<file path="src/hdl/pcgr_pkg.sv">
// Constants, types and register map of the peripheral clock gating registers.
// Assumes one system clock and an AHB-Lite slave port in the system control space.
package pcgr_pkg;

	// System control space base; only the low 12 bits are decoded here
	localparam logic [31:0] BASE_ADDR     = 32'h400FE000;
	localparam int          REG_W         = 32;
	localparam int          OFF_W         = 12;

	// Register offsets
	localparam logic [11:0] OFF_RUN_G0    = 12'h100;
	localparam logic [11:0] OFF_RUN_G1    = 12'h104;
	localparam logic [11:0] OFF_SLP_G0    = 12'h110;
	localparam logic [11:0] OFF_SLP_G1    = 12'h114;
	localparam logic [11:0] OFF_DSL_G0    = 12'h120;
	localparam logic [11:0] OFF_DSL_G1    = 12'h124;
	localparam logic [11:0] OFF_RUN_CFG   = 12'h1E0;
	localparam logic [11:0] OFF_IRQ_STS   = 12'h1F0;
	localparam logic [11:0] OFF_IRQ_MSK   = 12'h1F4;

	// Unit bit positions in the group 0 registers
	localparam int          BIT_CAN       = 24;
	localparam int          BIT_DPD       = 6;
	localparam int          BIT_WDOG      = 3;
	// Unit bit positions in the group 1 registers
	localparam int          BIT_CMP_B     = 25;
	localparam int          BIT_CMP_A     = 24;
	localparam int          BIT_TMR_D     = 19;
	localparam int          BIT_TMR_C     = 18;
	localparam int          BIT_TMR_B     = 17;
	localparam int          BIT_TMR_A     = 16;

	// Writable bits per group; everything else is reserved
	localparam logic [31:0] G0_RW_MASK    = 32'h01000048;
	localparam logic [31:0] G1_RW_MASK    = 32'h030F0000;

	// Reset values
	localparam logic [31:0] RST_RUN_G0    = 32'h00000000;
	localparam logic [31:0] RST_RUN_G1    = 32'h00000000;
	localparam logic [31:0] RST_SLP_G0    = 32'h00000040;
	localparam logic [31:0] RST_SLP_G1    = 32'h00000000;
	localparam logic [31:0] RST_DSL_G0    = 32'h00000040;
	localparam logic [31:0] RST_DSL_G1    = 32'h00000000;

	// Run-mode clock configuration: auto clock gating bit
	localparam int          BIT_AUTO_GATE = 0;

	// Interrupt status bits: fault on a group 0 or group 1 unit
	localparam int          STS_W         = 2;
	localparam int          STS_FAULT_G0  = 0;
	localparam int          STS_FAULT_G1  = 1;

	// Gated units: order of the enable vector
	localparam int          NUM_GSETS     = 6;
	localparam int          NUM_UNITS     = 9;
	localparam int          UNIT_IDX_W    = 4;
	localparam int          UNIT_GRP [NUM_UNITS] = '{0, 0, 0, 1, 1, 1, 1, 1, 1};
	localparam int          UNIT_BIT [NUM_UNITS] = '{BIT_WDOG, BIT_DPD, BIT_CAN,
		BIT_TMR_A, BIT_TMR_B, BIT_TMR_C, BIT_TMR_D, BIT_CMP_A, BIT_CMP_B};

	// Power state of the processor
	typedef enum logic [1:0] {
		PCGR_PWR_RUN   = 2'b00,
		PCGR_PWR_SLEEP = 2'b01,
		PCGR_PWR_DEEP  = 2'b10
	} pcgr_pwr_t;

	// Access from the peripheral bus towards one gated unit
	typedef struct packed {
		logic                  valid;
		logic [UNIT_IDX_W-1:0] unit;
	} pcgr_acc_t;

endpackage : pcgr_pkg

</file>
<file path="src/hdl/pcgr_top.sv">
// Peripheral clock gating registers with AHB-Lite slave and per-unit clock enables.
// Assumes synchronous inputs on clk_sys and glitch-free gate cells fed by clk_en.
`timescale 1ns/1ns
`default_nettype none
module pcgr_top (
	// Clock, reset and clock enable
	input  wire logic                         clk_sys,
	input  wire logic                         rst,
	input  wire logic                         ce,
	// AHB-Lite slave
	input  wire logic                         hsel,
	input  wire logic [31:0]                  haddr,
	input  wire logic [1:0]                   htrans,
	input  wire logic                         hwrite,
	input  wire logic [2:0]                   hsize,
	input  wire logic [31:0]                  hwdata,
	input  wire logic                         hready,
	output logic                              hreadyout,
	output logic [31:0]                       hrdata,
	output logic                              hresp,
	// Power state of the processor
	input  wire pcgr_pkg::pcgr_pwr_t          pwr_state,
	// Access to a gated unit and its fault answer
	input  wire pcgr_pkg::pcgr_acc_t          unit_acc,
	output logic                              unit_fault,
	// Clock enables of the gated units
	output logic [pcgr_pkg::NUM_UNITS-1:0]    clk_en,
	// Interrupt
	output logic                              irq
);
	import pcgr_pkg::*;

	// Gating sets: 0 run g0, 1 run g1, 2 sleep g0, 3 sleep g1, 4 deep g0, 5 deep g1
	localparam logic [11:0] GSET_OFF [NUM_GSETS] = '{OFF_RUN_G0, OFF_RUN_G1,
		OFF_SLP_G0, OFF_SLP_G1, OFF_DSL_G0, OFF_DSL_G1};
	localparam logic [31:0] GSET_RST [NUM_GSETS] = '{RST_RUN_G0, RST_RUN_G1,
		RST_SLP_G0, RST_SLP_G1, RST_DSL_G0, RST_DSL_G1};

	// Bus phase tracking
	logic                   dp_q;          // Data phase pending
	logic                   wt_q;          // First data cycle done
	logic [OFF_W-1:0]       addr_q;        // Latched offset
	logic                   wr_q;          // Latched direction
	logic                   accept;        // Address phase taken
	logic                   act;           // Data phase action strobe
	logic [31:0]            rdata_d;       // Read mux
	logic [31:0]            hrdata_q;      // Read data register

	// Register contents
	logic [31:0]            gset_q [NUM_GSETS];  // Gating sets
	logic                   auto_gate_q;         // Auto clock gating
	logic [STS_W-1:0]       sts_q;               // Sticky fault status
	logic [STS_W-1:0]       msk_q;               // Interrupt mask

	// Enable selection
	logic [31:0]            act_g0;        // Applied group 0 set
	logic [31:0]            act_g1;        // Applied group 1 set
	logic [NUM_UNITS-1:0]   en_d;          // Next clock enables
	logic [NUM_UNITS-1:0]   en_q;          // Registered clock enables

	// Fault events
	logic                   unit_ok;       // Unit index in range
	logic                   fault;         // Access to a gated unit
	logic [STS_W-1:0]       sts_set;       // Status set vector
	logic                   sts_rd;        // Status read this cycle

	// Address phase accepted only for active transfers while the bus is ready
	assign accept = hsel & htrans[1] & hready;
	// Action happens in the first data cycle, frozen while ce is low
	assign act    = dp_q & ~wt_q & ce;

	// Bus phase sequencer: one wait cycle, then completion
	always_ff @(posedge clk_sys or posedge rst) begin
		if (rst) begin
			dp_q   <= 1'b0;
			wt_q   <= 1'b0;
			addr_q <= 12'h000;
			wr_q   <= 1'b0;
		end else if (ce) begin
			if (accept) begin
				// New transfer starts its data phase
				dp_q   <= 1'b1;
				wt_q   <= 1'b0;
				addr_q <= haddr[OFF_W-1:0];
				wr_q   <= hwrite;
			end else if (dp_q && wt_q) begin
				// Completion cycle over
				dp_q   <= 1'b0;
				wt_q   <= 1'b0;
			end else if (dp_q) begin
				// Wait cycle over
				wt_q   <= 1'b1;
			end
		end
	end

	// Ready low in the wait cycle, high otherwise; always OKAY
	assign hreadyout = ~(dp_q & ~wt_q);
	assign hresp     = 1'b0;

	// Read mux; reserved and unmapped bits read zero
	always_comb begin
		rdata_d = 32'h00000000;
		for (int i = 0; i < NUM_GSETS; i++) begin
			if (addr_q == GSET_OFF[i]) begin
				rdata_d = gset_q[i];
			end
		end
		unique case (addr_q)
			OFF_RUN_CFG: begin
				rdata_d[BIT_AUTO_GATE] = auto_gate_q;
			end
			OFF_IRQ_STS: begin
				rdata_d[STS_W-1:0] = sts_q;
			end
			OFF_IRQ_MSK: begin
				rdata_d[STS_W-1:0] = msk_q;
			end
			default: begin
				// Gating sets handled above, others read zero
			end
		endcase
	end

	// Read data captured in the wait cycle, after any earlier write landed
	always_ff @(posedge clk_sys or posedge rst) begin
		if (rst) begin
			hrdata_q <= 32'h00000000;
		end else if (act && !wr_q) begin
			hrdata_q <= rdata_d;
		end
	end
	assign hrdata = hrdata_q;

	// Gating set registers, one per set; only the unit bits are writable
	generate
		for (genvar g = 0; g < NUM_GSETS; g++) begin : g_gset
			localparam logic [31:0] WMASK = (g % 2 == 0) ? G0_RW_MASK : G1_RW_MASK;
			always_ff @(posedge clk_sys or posedge rst) begin
				if (rst) begin
					gset_q[g] <= GSET_RST[g];
				end else if (act && wr_q && addr_q == GSET_OFF[g]) begin
					gset_q[g] <= hwdata & WMASK;
				end
			end
		end
	endgenerate

	// Run-mode clock configuration register
	always_ff @(posedge clk_sys or posedge rst) begin
		if (rst) begin
			auto_gate_q <= 1'b0;
		end else if (act && wr_q && addr_q == OFF_RUN_CFG) begin
			auto_gate_q <= hwdata[BIT_AUTO_GATE];
		end
	end

	// Interrupt mask register
	always_ff @(posedge clk_sys or posedge rst) begin
		if (rst) begin
			msk_q <= '0;
		end else if (act && wr_q && addr_q == OFF_IRQ_MSK) begin
			msk_q <= hwdata[STS_W-1:0];
		end
	end

	// Applied set: sleep sets only count when auto gating is on
	always_comb begin
		act_g0 = gset_q[0];
		act_g1 = gset_q[1];
		if (auto_gate_q) begin
			unique case (pwr_state)
				PCGR_PWR_RUN: begin
					// Running: run set
					act_g0 = gset_q[0];
					act_g1 = gset_q[1];
				end
				PCGR_PWR_SLEEP: begin
					// Sleep set
					act_g0 = gset_q[2];
					act_g1 = gset_q[3];
				end
				PCGR_PWR_DEEP: begin
					// Deep-sleep set
					act_g0 = gset_q[4];
					act_g1 = gset_q[5];
				end
				default: begin
					// Illegal code falls back to the run set
					act_g0 = gset_q[0];
					act_g1 = gset_q[1];
				end
			endcase
		end
		// Auto gating off: the defaults above keep the run set in every state
	end

	// Per-unit enable picked from its group and bit
	generate
		for (genvar u = 0; u < NUM_UNITS; u++) begin : g_unit
			assign en_d[u] = (UNIT_GRP[u] == 0) ? act_g0[UNIT_BIT[u]]
				: act_g1[UNIT_BIT[u]];
		end
	endgenerate

	// Enables registered so a gate cell sees only clock-aligned changes
	always_ff @(posedge clk_sys or posedge rst) begin
		if (rst) begin
			en_q <= '0;
		end else if (ce) begin
			en_q <= en_d;
		end
	end
	assign clk_en = en_q;

	// Fault when the addressed unit has no clock
	assign unit_ok    = unit_acc.unit < UNIT_IDX_W'(NUM_UNITS);
	assign fault      = unit_acc.valid & unit_ok & ~en_q[unit_acc.unit];
	assign unit_fault = fault;

	// Status set vector per group of the faulting unit
	always_comb begin
		sts_set = '0;
		if (fault) begin
			if (unit_acc.unit < UNIT_IDX_W'(3)) begin
				sts_set[STS_FAULT_G0] = 1'b1;
			end else begin
				sts_set[STS_FAULT_G1] = 1'b1;
			end
		end
	end

	// Status read clears the status register
	assign sts_rd = act & ~wr_q & (addr_q == OFF_IRQ_STS);

	// Sticky status: a set in the clearing cycle wins
	always_ff @(posedge clk_sys or posedge rst) begin
		if (rst) begin
			sts_q <= '0;
		end else if (ce) begin
			if (sts_rd) begin
				sts_q <= sts_set;
			end else begin
				sts_q <= sts_q | sts_set;
			end
		end
	end

	// Level interrupt while any unmasked status bit is set
	assign irq = |(sts_q & msk_q);

endmodule : pcgr_top
`default_nettype wire
</file>
<file path="config.mk">
export PLATFORM = sky130hd
export DESIGN_NAME = pcgr_top
export DESIGN_NICKNAME = d
export VERILOG_FILES = /design/src/hdl/pcgr_pkg.sv /design/src/hdl/pcgr_top.sv
export SDC_FILE = /design/constraint.sdc
export NUM_CORES = 1
export LEC_CHECK = 0
export ABC_AREA = 1
export BUFFER_PORTS_ARGS = -buffer_cell sky130_fd_sc_hd__buf_2
export CAP_MARGIN = 20
export CORE_MARGIN = 10
export CORE_UTILIZATION = 54
export CTS_CLUSTER_SIZE = 28
export DETAILED_ROUTE_END_ITERATION = 16
export PLACE_DENSITY = 0.86
export SLEW_MARGIN = 20
export SYNTH_ARGS = -nofsm -noshare
export SYNTH_HDL_FRONTEND = slang
export SYNTH_SLANG_ARGS = --single-unit
</file>
<file path="constraint.sdc">
create_clock -name clk_sys -period 5.51 [get_ports clk_sys]
set_input_delay 0.2755 -clock clk_sys [delete_from_list [all_inputs] [get_ports clk_sys]]
set_output_delay 0.2755 -clock clk_sys [all_outputs]
set_load 0.005 [all_outputs]
</file>
---- Word-level counts from Yosys, hierarchy flattened ----
Index checks and enable logic that the tools add are counted.
operators by class
  bitwise operators ....................... 14
  reductions and logical operators ........ 18
  order comparisons ....................... 3
  multiplexer cells ....................... 23
  equal/unequal tests ..................... 11
operators with widths
  operator                                             count
  two-way mux 32 bit                                   5
  == test 12 x 9 -> 1 bit (second input constant)      9
  one-hot mux 26 bit (2 select lines)                  1
  two-way mux 25 bit                                   2
  one-hot mux 25 bit (2 select lines)                  1
  two-way mux 26 bit                                   1
  logical AND 1 bit                                    11
  bitwise AND 1 bit                                    8
  two-way mux 1 bit                                    8
  AND reduction 2 bit                                  3
  < comparator 4 x 5 -> 1 bit (second input constant)  1
  binary-select mux 1 bit (select 4 bit)               1
  < comparator 4 x 2 -> 1 bit (second input constant)  1
  < comparator 4 bit (second input constant)           1
  two-way mux 2 bit                                    2
  inverter 1 bit                                       4
  one-hot mux 1 bit (3 select lines)                   1
  nonzero test 3 bit                                   1
  bitwise AND 2 bit                                    1
  == test 2 x 1 -> 1 bit (second input constant)       1
  == test 2 bit (second input constant)                1
  OR 2 bit                                             1
  one-hot mux 1 bit (2 select lines)                   1
  nonzero test 2 bit                                   1
  other kinds (2)                                      2
word-level totals
  logic and storage cells ................. 84
  output and inout bits ................... 45
  flip-flop bits (word level) ............. 88
  bits of input ports ..................... 82

---- Logic depth before layout (Yosys ltp) ----
Gate-level depths: netlist (run 1).
  word-level depth ........................ 8
  mapped depth ............................ 10
  gate-level depth less buffers ........... 10

---- Worst setup path before layout (run 1) ----
Ideal clock, no wire load.
  kind .................................... flip-flop to flip-flop
  from .................................... register addr_q[7]
  to ...................................... register gset_q[16] in the netlist's numbering
  buffers on the path ..................... 1
  clock period less this slack ............ 1,346 ps
  library setup time ...................... 119 ps
  arrival time ............................ 1,227 ps
  data required time ...................... 5,391 ps
  path slack .............................. 4,164 ps
  cell stages (with the launch flop) ...... 10
  path through ............................ dfrtp_1 nor2_4 inv_2 nor2_2 inv_2 nor2_8 nand2_4 buf_6 nand2_1 o21ai_2
on the way
  longest elaborated chain between the ends .. 2
RTL lines
  what                            RTL line         text
  start: declaration              pcgr_top.sv:42   logic [OFF_W-1:0] addr_q;
  start signal: assignment        pcgr_top.sv:84   addr_q <= haddr[OFF_W-1:0];
  == test 12 x 9 -> 1 bit         pcgr_top.sv:142  end else if (act && wr_q && addr_q == GSET_OFF[g]) begin
  logical AND 1 bit               pcgr_top.sv:142
  end signal: indexed assignment  pcgr_top.sv:141  gset_q[g] <= GSET_RST[g];
  end signal: indexed assignment  pcgr_top.sv:143  gset_q[g] <= hwdata & WMASK;
  end: declaration                pcgr_top.sv:50   logic [31:0] gset_q [NUM_GSETS];
No other way between the ends.
A chain may end at the register's enable or synchronous reset.

---- Final worst setup path (run 1) ----
  from .................................... register auto_gate_q
  to ...................................... register en_q[4] (netlist: clk_en[4])
on the way
  longest elaborated chain between the ends .. 1
RTL lines
  what                      RTL line         text
  start: declaration        pcgr_top.sv:51   logic auto_gate_q;
  start signal: assignment  pcgr_top.sv:154  auto_gate_q <= hwdata[BIT_AUTO_GATE];
  two-way mux 26 bit        pcgr_top.sv:171  if (auto_gate_q) begin
  end signal: assignment    pcgr_top.sv:211  en_q <= en_d;
  end: declaration          pcgr_top.sv:59   logic [NUM_UNITS-1:0] en_q;
No other way between the ends.

==> key figures, run 1 <==
Logic synthesis
  • Top-count cell post-synth: nand2_1
  • Sequential fraction of the synthesis area: 0.4750
  • Synth area leaders: dfrtp_1 46%, nand2_1 14%, buf_4 5.2%
  • Post-synth top area share: 0.4599
  • Synth cell types: 38
  • Top cells by count, synth: 128 x nand2_1, 64 x dfrtp_1, 36 x inv_1
  • YS warnings: 0
  • Post-synthesis register bit count: 66
  • Cell taking the most area after synthesis: dfrtp_1
  • Synth Cell Area: 0.003482 mm^2
  • Post-synth EDFFs: 0
  • Synthesized area per cell: 8.079 um^2
  • FFs w/ async S/R, synth: 1.000
  • Mapped Cells: 431
  • Dominant synthesized flop cell: dfrtp_1

Placed design
  • Detailed-placement wirelength estimate: 6497 um
  • Routability cong.: 0.8472
  • Placement Cell Area: 0.003715 mm^2
  • Pre-CTS setup slack: 3.299 ns
  • I/O Buffers: 57

Route
  • TritonRoute pass-1 iters: 4
  • Via Count: 2970
  • DRT iter0 DRCs: 260
  • Avg Vias per Cell: 5.211
  • DRC violations left: 0
  • Antenna viol nets, final: 0
  • Avg WL per Cell: 15.03 um
  • Final WL: 8568 um

Power and ir drop
  • Psw: 0.3719 mW
  • Total power: 1.265 mW
  • Clock power frac: 0.360
  • Switch share: 0.2939
  • Pint: 0.8935 mW
  • Gate power share: 0.178
  • Sequential cell fraction of total power: 0.462
  • VDD IR max: 155.4 uV
  • Leakage: 2.076 nW
  • Pwr per Cell Area: 321.0 mW/mm^2

Worst setup path
  • CP arrival: 2.16 ns
  • CP required: 5.72 ns
  • Max stage delay cell, worst path: nor2_1
  • CP startpoint kind: flip-flop
  • CP cell instances: inv_1, nor2_1, inv_1, a21oi_1, a21oi_1, o21ai_0, o21ai_0
  • Worst path max stage delay: 0.57 ns
  • Max FO, Critical Path: 13
  • Crit end category: flip-flop
  • Critical path class: flip-flop to flip-flop

Timing
  • Clk_skew: 0.01054 ns
  • Hold Vio Cnt, Final: 0
  • Finish-stage setup viols: 0
  • Achievable Freq: 0.5118 GHz
  • Worst rel slew slack: 0.4634
  • Fin crit share: 0.3546
  • Slew Limit Fails: 0
  • Least-Margin Pin Slew: 0.8049 ns
  • Worst setup margin: 3.556 ns
  • Min cycle time layout: 1.954 ns
  • RSZ-0062 raised after global routing: no
  • Setup TNS: 0 ns

Layout
  • Filler cells: 530
  • Layout cell share with drive strength beyond 1: 0.2252
  • Final Cell Area: 0.003943 mm^2
  • Final nets: 572
  • Synth-to-Final Area Change: 13.22%
  • Final core utilization: 0.6245
  • Ant diodes: 0

GRT
  • Antenna violations before repair: 0
  • GRT Total Usage: 0.1693
  • GR Overflow Total: 0
  • First-pass GRT wire length: 13900 um
  • Vias in the first global route: 2885
  • Pin count of the biggest net entering global routing: 67

Clocking
  • # H-tree levels: 3
  • Worst-path clk slew: 0.08 ns
  • Sink Count: 66
  • Cts bufs inserted: 9
  • Hold_buf cts: 0
  • Clock root buffer: clkbuf_8
  • Max Buffers Root-to-Sink: 2
  • Post_cts resized: 0
  • CTS tree: done
  • Setup bufs post-CTS: 0
  • Clock Latency Late Sink: 0.34 ns

Outcome
  • Status: completed

Hold path
  • Worst hold path class: primary input to flip-flop

Die
  • Rows: 29
  • Initial Util: 0.5515
  • Die width: 100.3 um
  • Height of the die: 100.3 um
  • Area of the core: 0.006314 mm^2
  • I/O pins: 127
  • Die footprint: 0.01006 mm^2

Run
  • Max cap viols: 0
## final cells by class
class | instances | area [um^2] | area share
Sequential cell | 66 | 1654 | 0.4196
Clock buffer | 10 | 137.6 | 0.03491
Inverter | 42 | 158.9 | 0.04030
Timing Repair Buffer | 59 | 300.3 | 0.07617
Clock inverter | 6 | 90.09 | 0.02285
Tap cell | 77 | 96.34 | 0.02444
Multi-Input combinational cell | 310 | 1505 | 0.3818
## logic make-up (layout without fill, tap and decap cells)
group                    count (synthesis)  in the layout  share of synthesized area
flip-flops                              66             66                     0.4750
multiplexers                             1              1                   0.002875
AO/OA/AOI/OAI                           87             87                     0.1437
AND/OR/NAND/NOR                        197            197                     0.2537
buffers and inverters                   77            117                     0.1164
other                                    1             23                   0.001077
adder cells (fa/ha/maj)                  2              2                   0.007185
## metal layers
layer / GRT usage / vias to the layer above / share of wire
met3: 0.05907 / 14 / 0.10
met2: 0.2661 / 121 / 0.47
li1: - / 1460 / -
met5: 0 / - / 0
met1: 0.2083 / 1375 / 0.41
met4: 0.06630 / 0 / 0.013
## through the flow
stage / hold slack, ns / cells
after detailed placement: 0.4664 / 554
after global placement: 0.4641 / 554
final: 0.1268 / 570
after floorplan: 0.3851 / 453
after global routing: 0.1201 / 570
after CTS: 0.1186 / 570
## placed cells by master (no fill, tap or decap), types with 2 or more instances in the layout
master     instances
nand2_2            3
conb_1            23
inv_2              5
a21oi_1           22
o21ai_0           32
o21ai_2           12
nor3_1             2
nor3_2             2
dfrtp_1           64
buf_4              2
a31oi_1            8
nand3_1           17
bufinv_16          2
buf_2             57
dfstp_2            2
clkbuf_8          10
nor2_2             3
inv_1             35
ha_1               2
clkinv_4           2
clkinv_2           2
nor2_4             2
o21ai_1            9
nand4_1            3
nand2_1          128
nand2_4            2
nor2_8             2
nor2_1            28
## sequential cells by signal, summed over array words and instances (netlist names), 2 cells and up
register / flops
sts_q: 2
clk_en: 9
addr_q: 12
hrdata: 10
gset_q: 27
msk_q: 2
## power groups by stage
stage	registers [mW]	logic, mW	clock network (mW)
CTS	0.583	0.226	0.458
floorplan	0.587	0.152	0
detailed placement	0.591	0.225	0
global route	0.591	0.256	0.481
finish	0.584	0.225	0.456
global placement	0.588	0.218	0
## worst max-delay path, delay by kind of cell (launching register included)
family	cells	cell delay, ns
AO/OA/AOI/OAI	4	0.55
flip-flops	1	0.33
AND/OR/NAND/NOR	1	0.57
buffers and inverters	2	0.37
## path summary, 6_finish.rpt
path | start | to | slack, ns | cells past startpoint
max in group asynchronous | rst | gset_q[19] | 4.82 | 3
min in group asynchronous | rst | msk_q[1] | 0.16 | 3
setup / recovery | auto_gate_q | clk_en[4] | 3.56 | 7
hold / removal | haddr[9] | addr_q[9] | 0.13 | 3
setup reg to reg | auto_gate_q | clk_en[4] | 3.56 | 7
hold reg to reg | addr_q[1] | addr_q[1] | 0.49 | 2
Note: power is estimated with default switching activity, not from simulation.
==> inputs of run 2 (changes only) <==
CORE_UTILIZATION = 45   (was 54)
PLACE_DENSITY = 0.77   (was 0.86)
clock period = 1.6 ns   (was 5.51 ns; I/O delays follow)
==> key figures, run 2 (synthesized netlist as in run 1, its figures left out) <==
Layout
  • Most common cell after layout, fill and taps aside: nand2_1
  • Largest register by flop count: gset_q
  • Final nets: 598
  • Max FFs per register: 27
  • Synth-to-Final Area Change: 22.60%
  • Final Instance Count excl. Fillers: 621
  • Final Cell Area: 0.004269 mm^2
  • Most frequent cells in the layout: 126 x nand2_1, 64 x dfrtp_1, 57 x buf_2
  • Layout cell share with drive strength beyond 1: 0.2428
  • Ant diodes: 0

Power and ir drop
  • Leakage: 2.220 nW
  • Total power: 4.459 mW
  • Pwr per Cell Area: 1045 mW/mm^2
  • VDD IR max: 443.3 uV

Run
  • Max cap viols: 0

Worst setup path
  • RR Startpoint: addr_q[8]
  • Max FO, Critical Path: 3
  • Worst reg2reg path depth: 11
  • CP startpoint kind: flip-flop
  • R2R setup slack: 0.13 ns
  • CP required: 1.52 ns
  • Critical path class: flip-flop to output port
  • CP arrival: 1.47 ns
  • Crit end category: output port
  • Critical Path End: unit_fault
  • Worst setup path startpoint: clk_en[3]
  • FF-to-FF End: hrdata[3]

Timing
  • Worst setup margin: 0.05453 ns
  • Achievable Freq: 0.6471 GHz
  • Hold Vio Cnt, Final: 0
  • RSZ-0062 raised after global routing: yes
  • Slew Limit Fails: 0
  • Setup TNS: 0 ns
  • Worst rel slew slack: 0.6476
  • Least-Margin Pin Slew: 0.5281 ns
  • Clk_skew: 0.01328 ns
  • Finish-stage setup viols: 0
  • Fin crit share: 0.9659
  • Min cycle time layout: 1.545 ns

Placed design
  • Cell count after placement: 585
  • Pre-CTS setup slack: 0.08374 ns
  • Placement Cell Area: 0.003807 mm^2
  • Routability cong.: 0.8813
  • I/O Buffers: 57
  • Detailed-placement wirelength estimate: 6504 um

Clocking
  • CTS tree: done
  • Worst-path clk slew: 0.08 ns
  • Cts bufs inserted: 9
  • Sink Count: 66
  • Clock root buffer: clkbuf_8
  • # H-tree levels: 3
  • Clock Latency Late Sink: 0.34 ns
  • Max Buffers Root-to-Sink: 2

Route
  • DRT iter0 DRCs: 179
  • Avg Vias per Cell: 4.926
  • Avg WL per Cell: 14.04 um
  • Via Count: 3059
  • TritonRoute pass-1 iters: 5
  • Antenna viol nets, final: 0
  • DRC violations left: 0
  • Final WL: 8721 um

Hold path
  • Hold Path Origin: hwdata[3]
  • Worst hold path class: primary input to flip-flop

GRT
  • Vias in the first global route: 3093
  • Pin count of the biggest net entering global routing: 27
  • First-pass GRT wire length: 14430 um
  • GR Overflow Total: 0
  • Antenna violations before repair: 0
  • GRT Total Usage: 0.1490

Die
  • Height of the die: 108.0 um
  • Die footprint: 0.01166 mm^2
  • Area of the core: 0.007607 mm^2
  • Die width: 108.0 um
  • Initial Util: 0.4577
  • I/O pins: 127
  • Rows: 32

Outcome
  • Status: completed
run 2: power by group:
group | internal, mW | switching, mW | leakage [nW] | total, mW
Clock | 0.922 | 0.663 | 0.112 | 1.59
Sequential | 1.87 | 0.142 | 0.853 | 2.01
Combinational | 0.345 | 0.518 | 1.25 | 0.862
Total | 3.14 | 1.32 | 2.22 | 4.46
run 2: worst max-delay path, cell delays in order (launching register included):
cell     delay [ns]
dfrtp_1        0.40
a21oi_1        0.15
o21ai_0        0.12
nand3_1        0.09
nand2_1        0.06
nand2_2        0.06
and3_1         0.14
buf_2          0.11
run 2: stage by stage:
stage / hold slack (ns) / utilization
final: 0.02379 / 0.5612
after global routing: 0.03992 / 0.5612
after CTS: 0.02620 / 0.5528
after detailed placement: 0.1254 / 0.5005
after global placement: 0.1214 / 0.5005
after floorplan: 0.1896 / -
run 2: area by class of cell:
cell class / count / area [um^2]
inverters: 42 / 162.7
well taps: 102 / 127.6
multi-input cells: 310 / 1546
flip-flops and latches: 66 / 1654
clock inverters: 6 / 90.09
clock buffers: 10 / 137.6
fillers: 687 / 3338
repair buffers: 85 / 550.5
run 2: how the worst min path moves through the flow:
stage                  to  slack [ns]  depth (start not counted)
2_1_floorplan   addr_q[0]        0.19                          2
3_3_place_gp    addr_q[4]        0.12                          2
3_5_place_dp    addr_q[4]        0.13                          2
4_1_cts        gset_q[35]        0.03                          3
5_1_grt        gset_q[16]        0.04                          3
6_report       gset_q[35]        0.02                          3
run 2: per-layer routing:
layer | GRT usage | vias to the layer above | routed length (um)
li1 | - | 1512 | -
met1 | 0.1933 | 1403 | 3703
met2 | 0.2310 | 130 | 4125
met3 | 0.02796 | 14 | 730
met4 | 0.07920 | 0 | 161
met5 | 0 | - | 0
run 2: repair_timing:
| item | CTS | global route |
|---|---|---|
| endpoints found under the setup margin | 0 | 33 |
| buffers inserted | 0 | 3 |
| endpoints found under the hold margin | 32 | 0 |
| hold buffers | 17 | 0 |
| gates resized for setup | 0 | 11 |
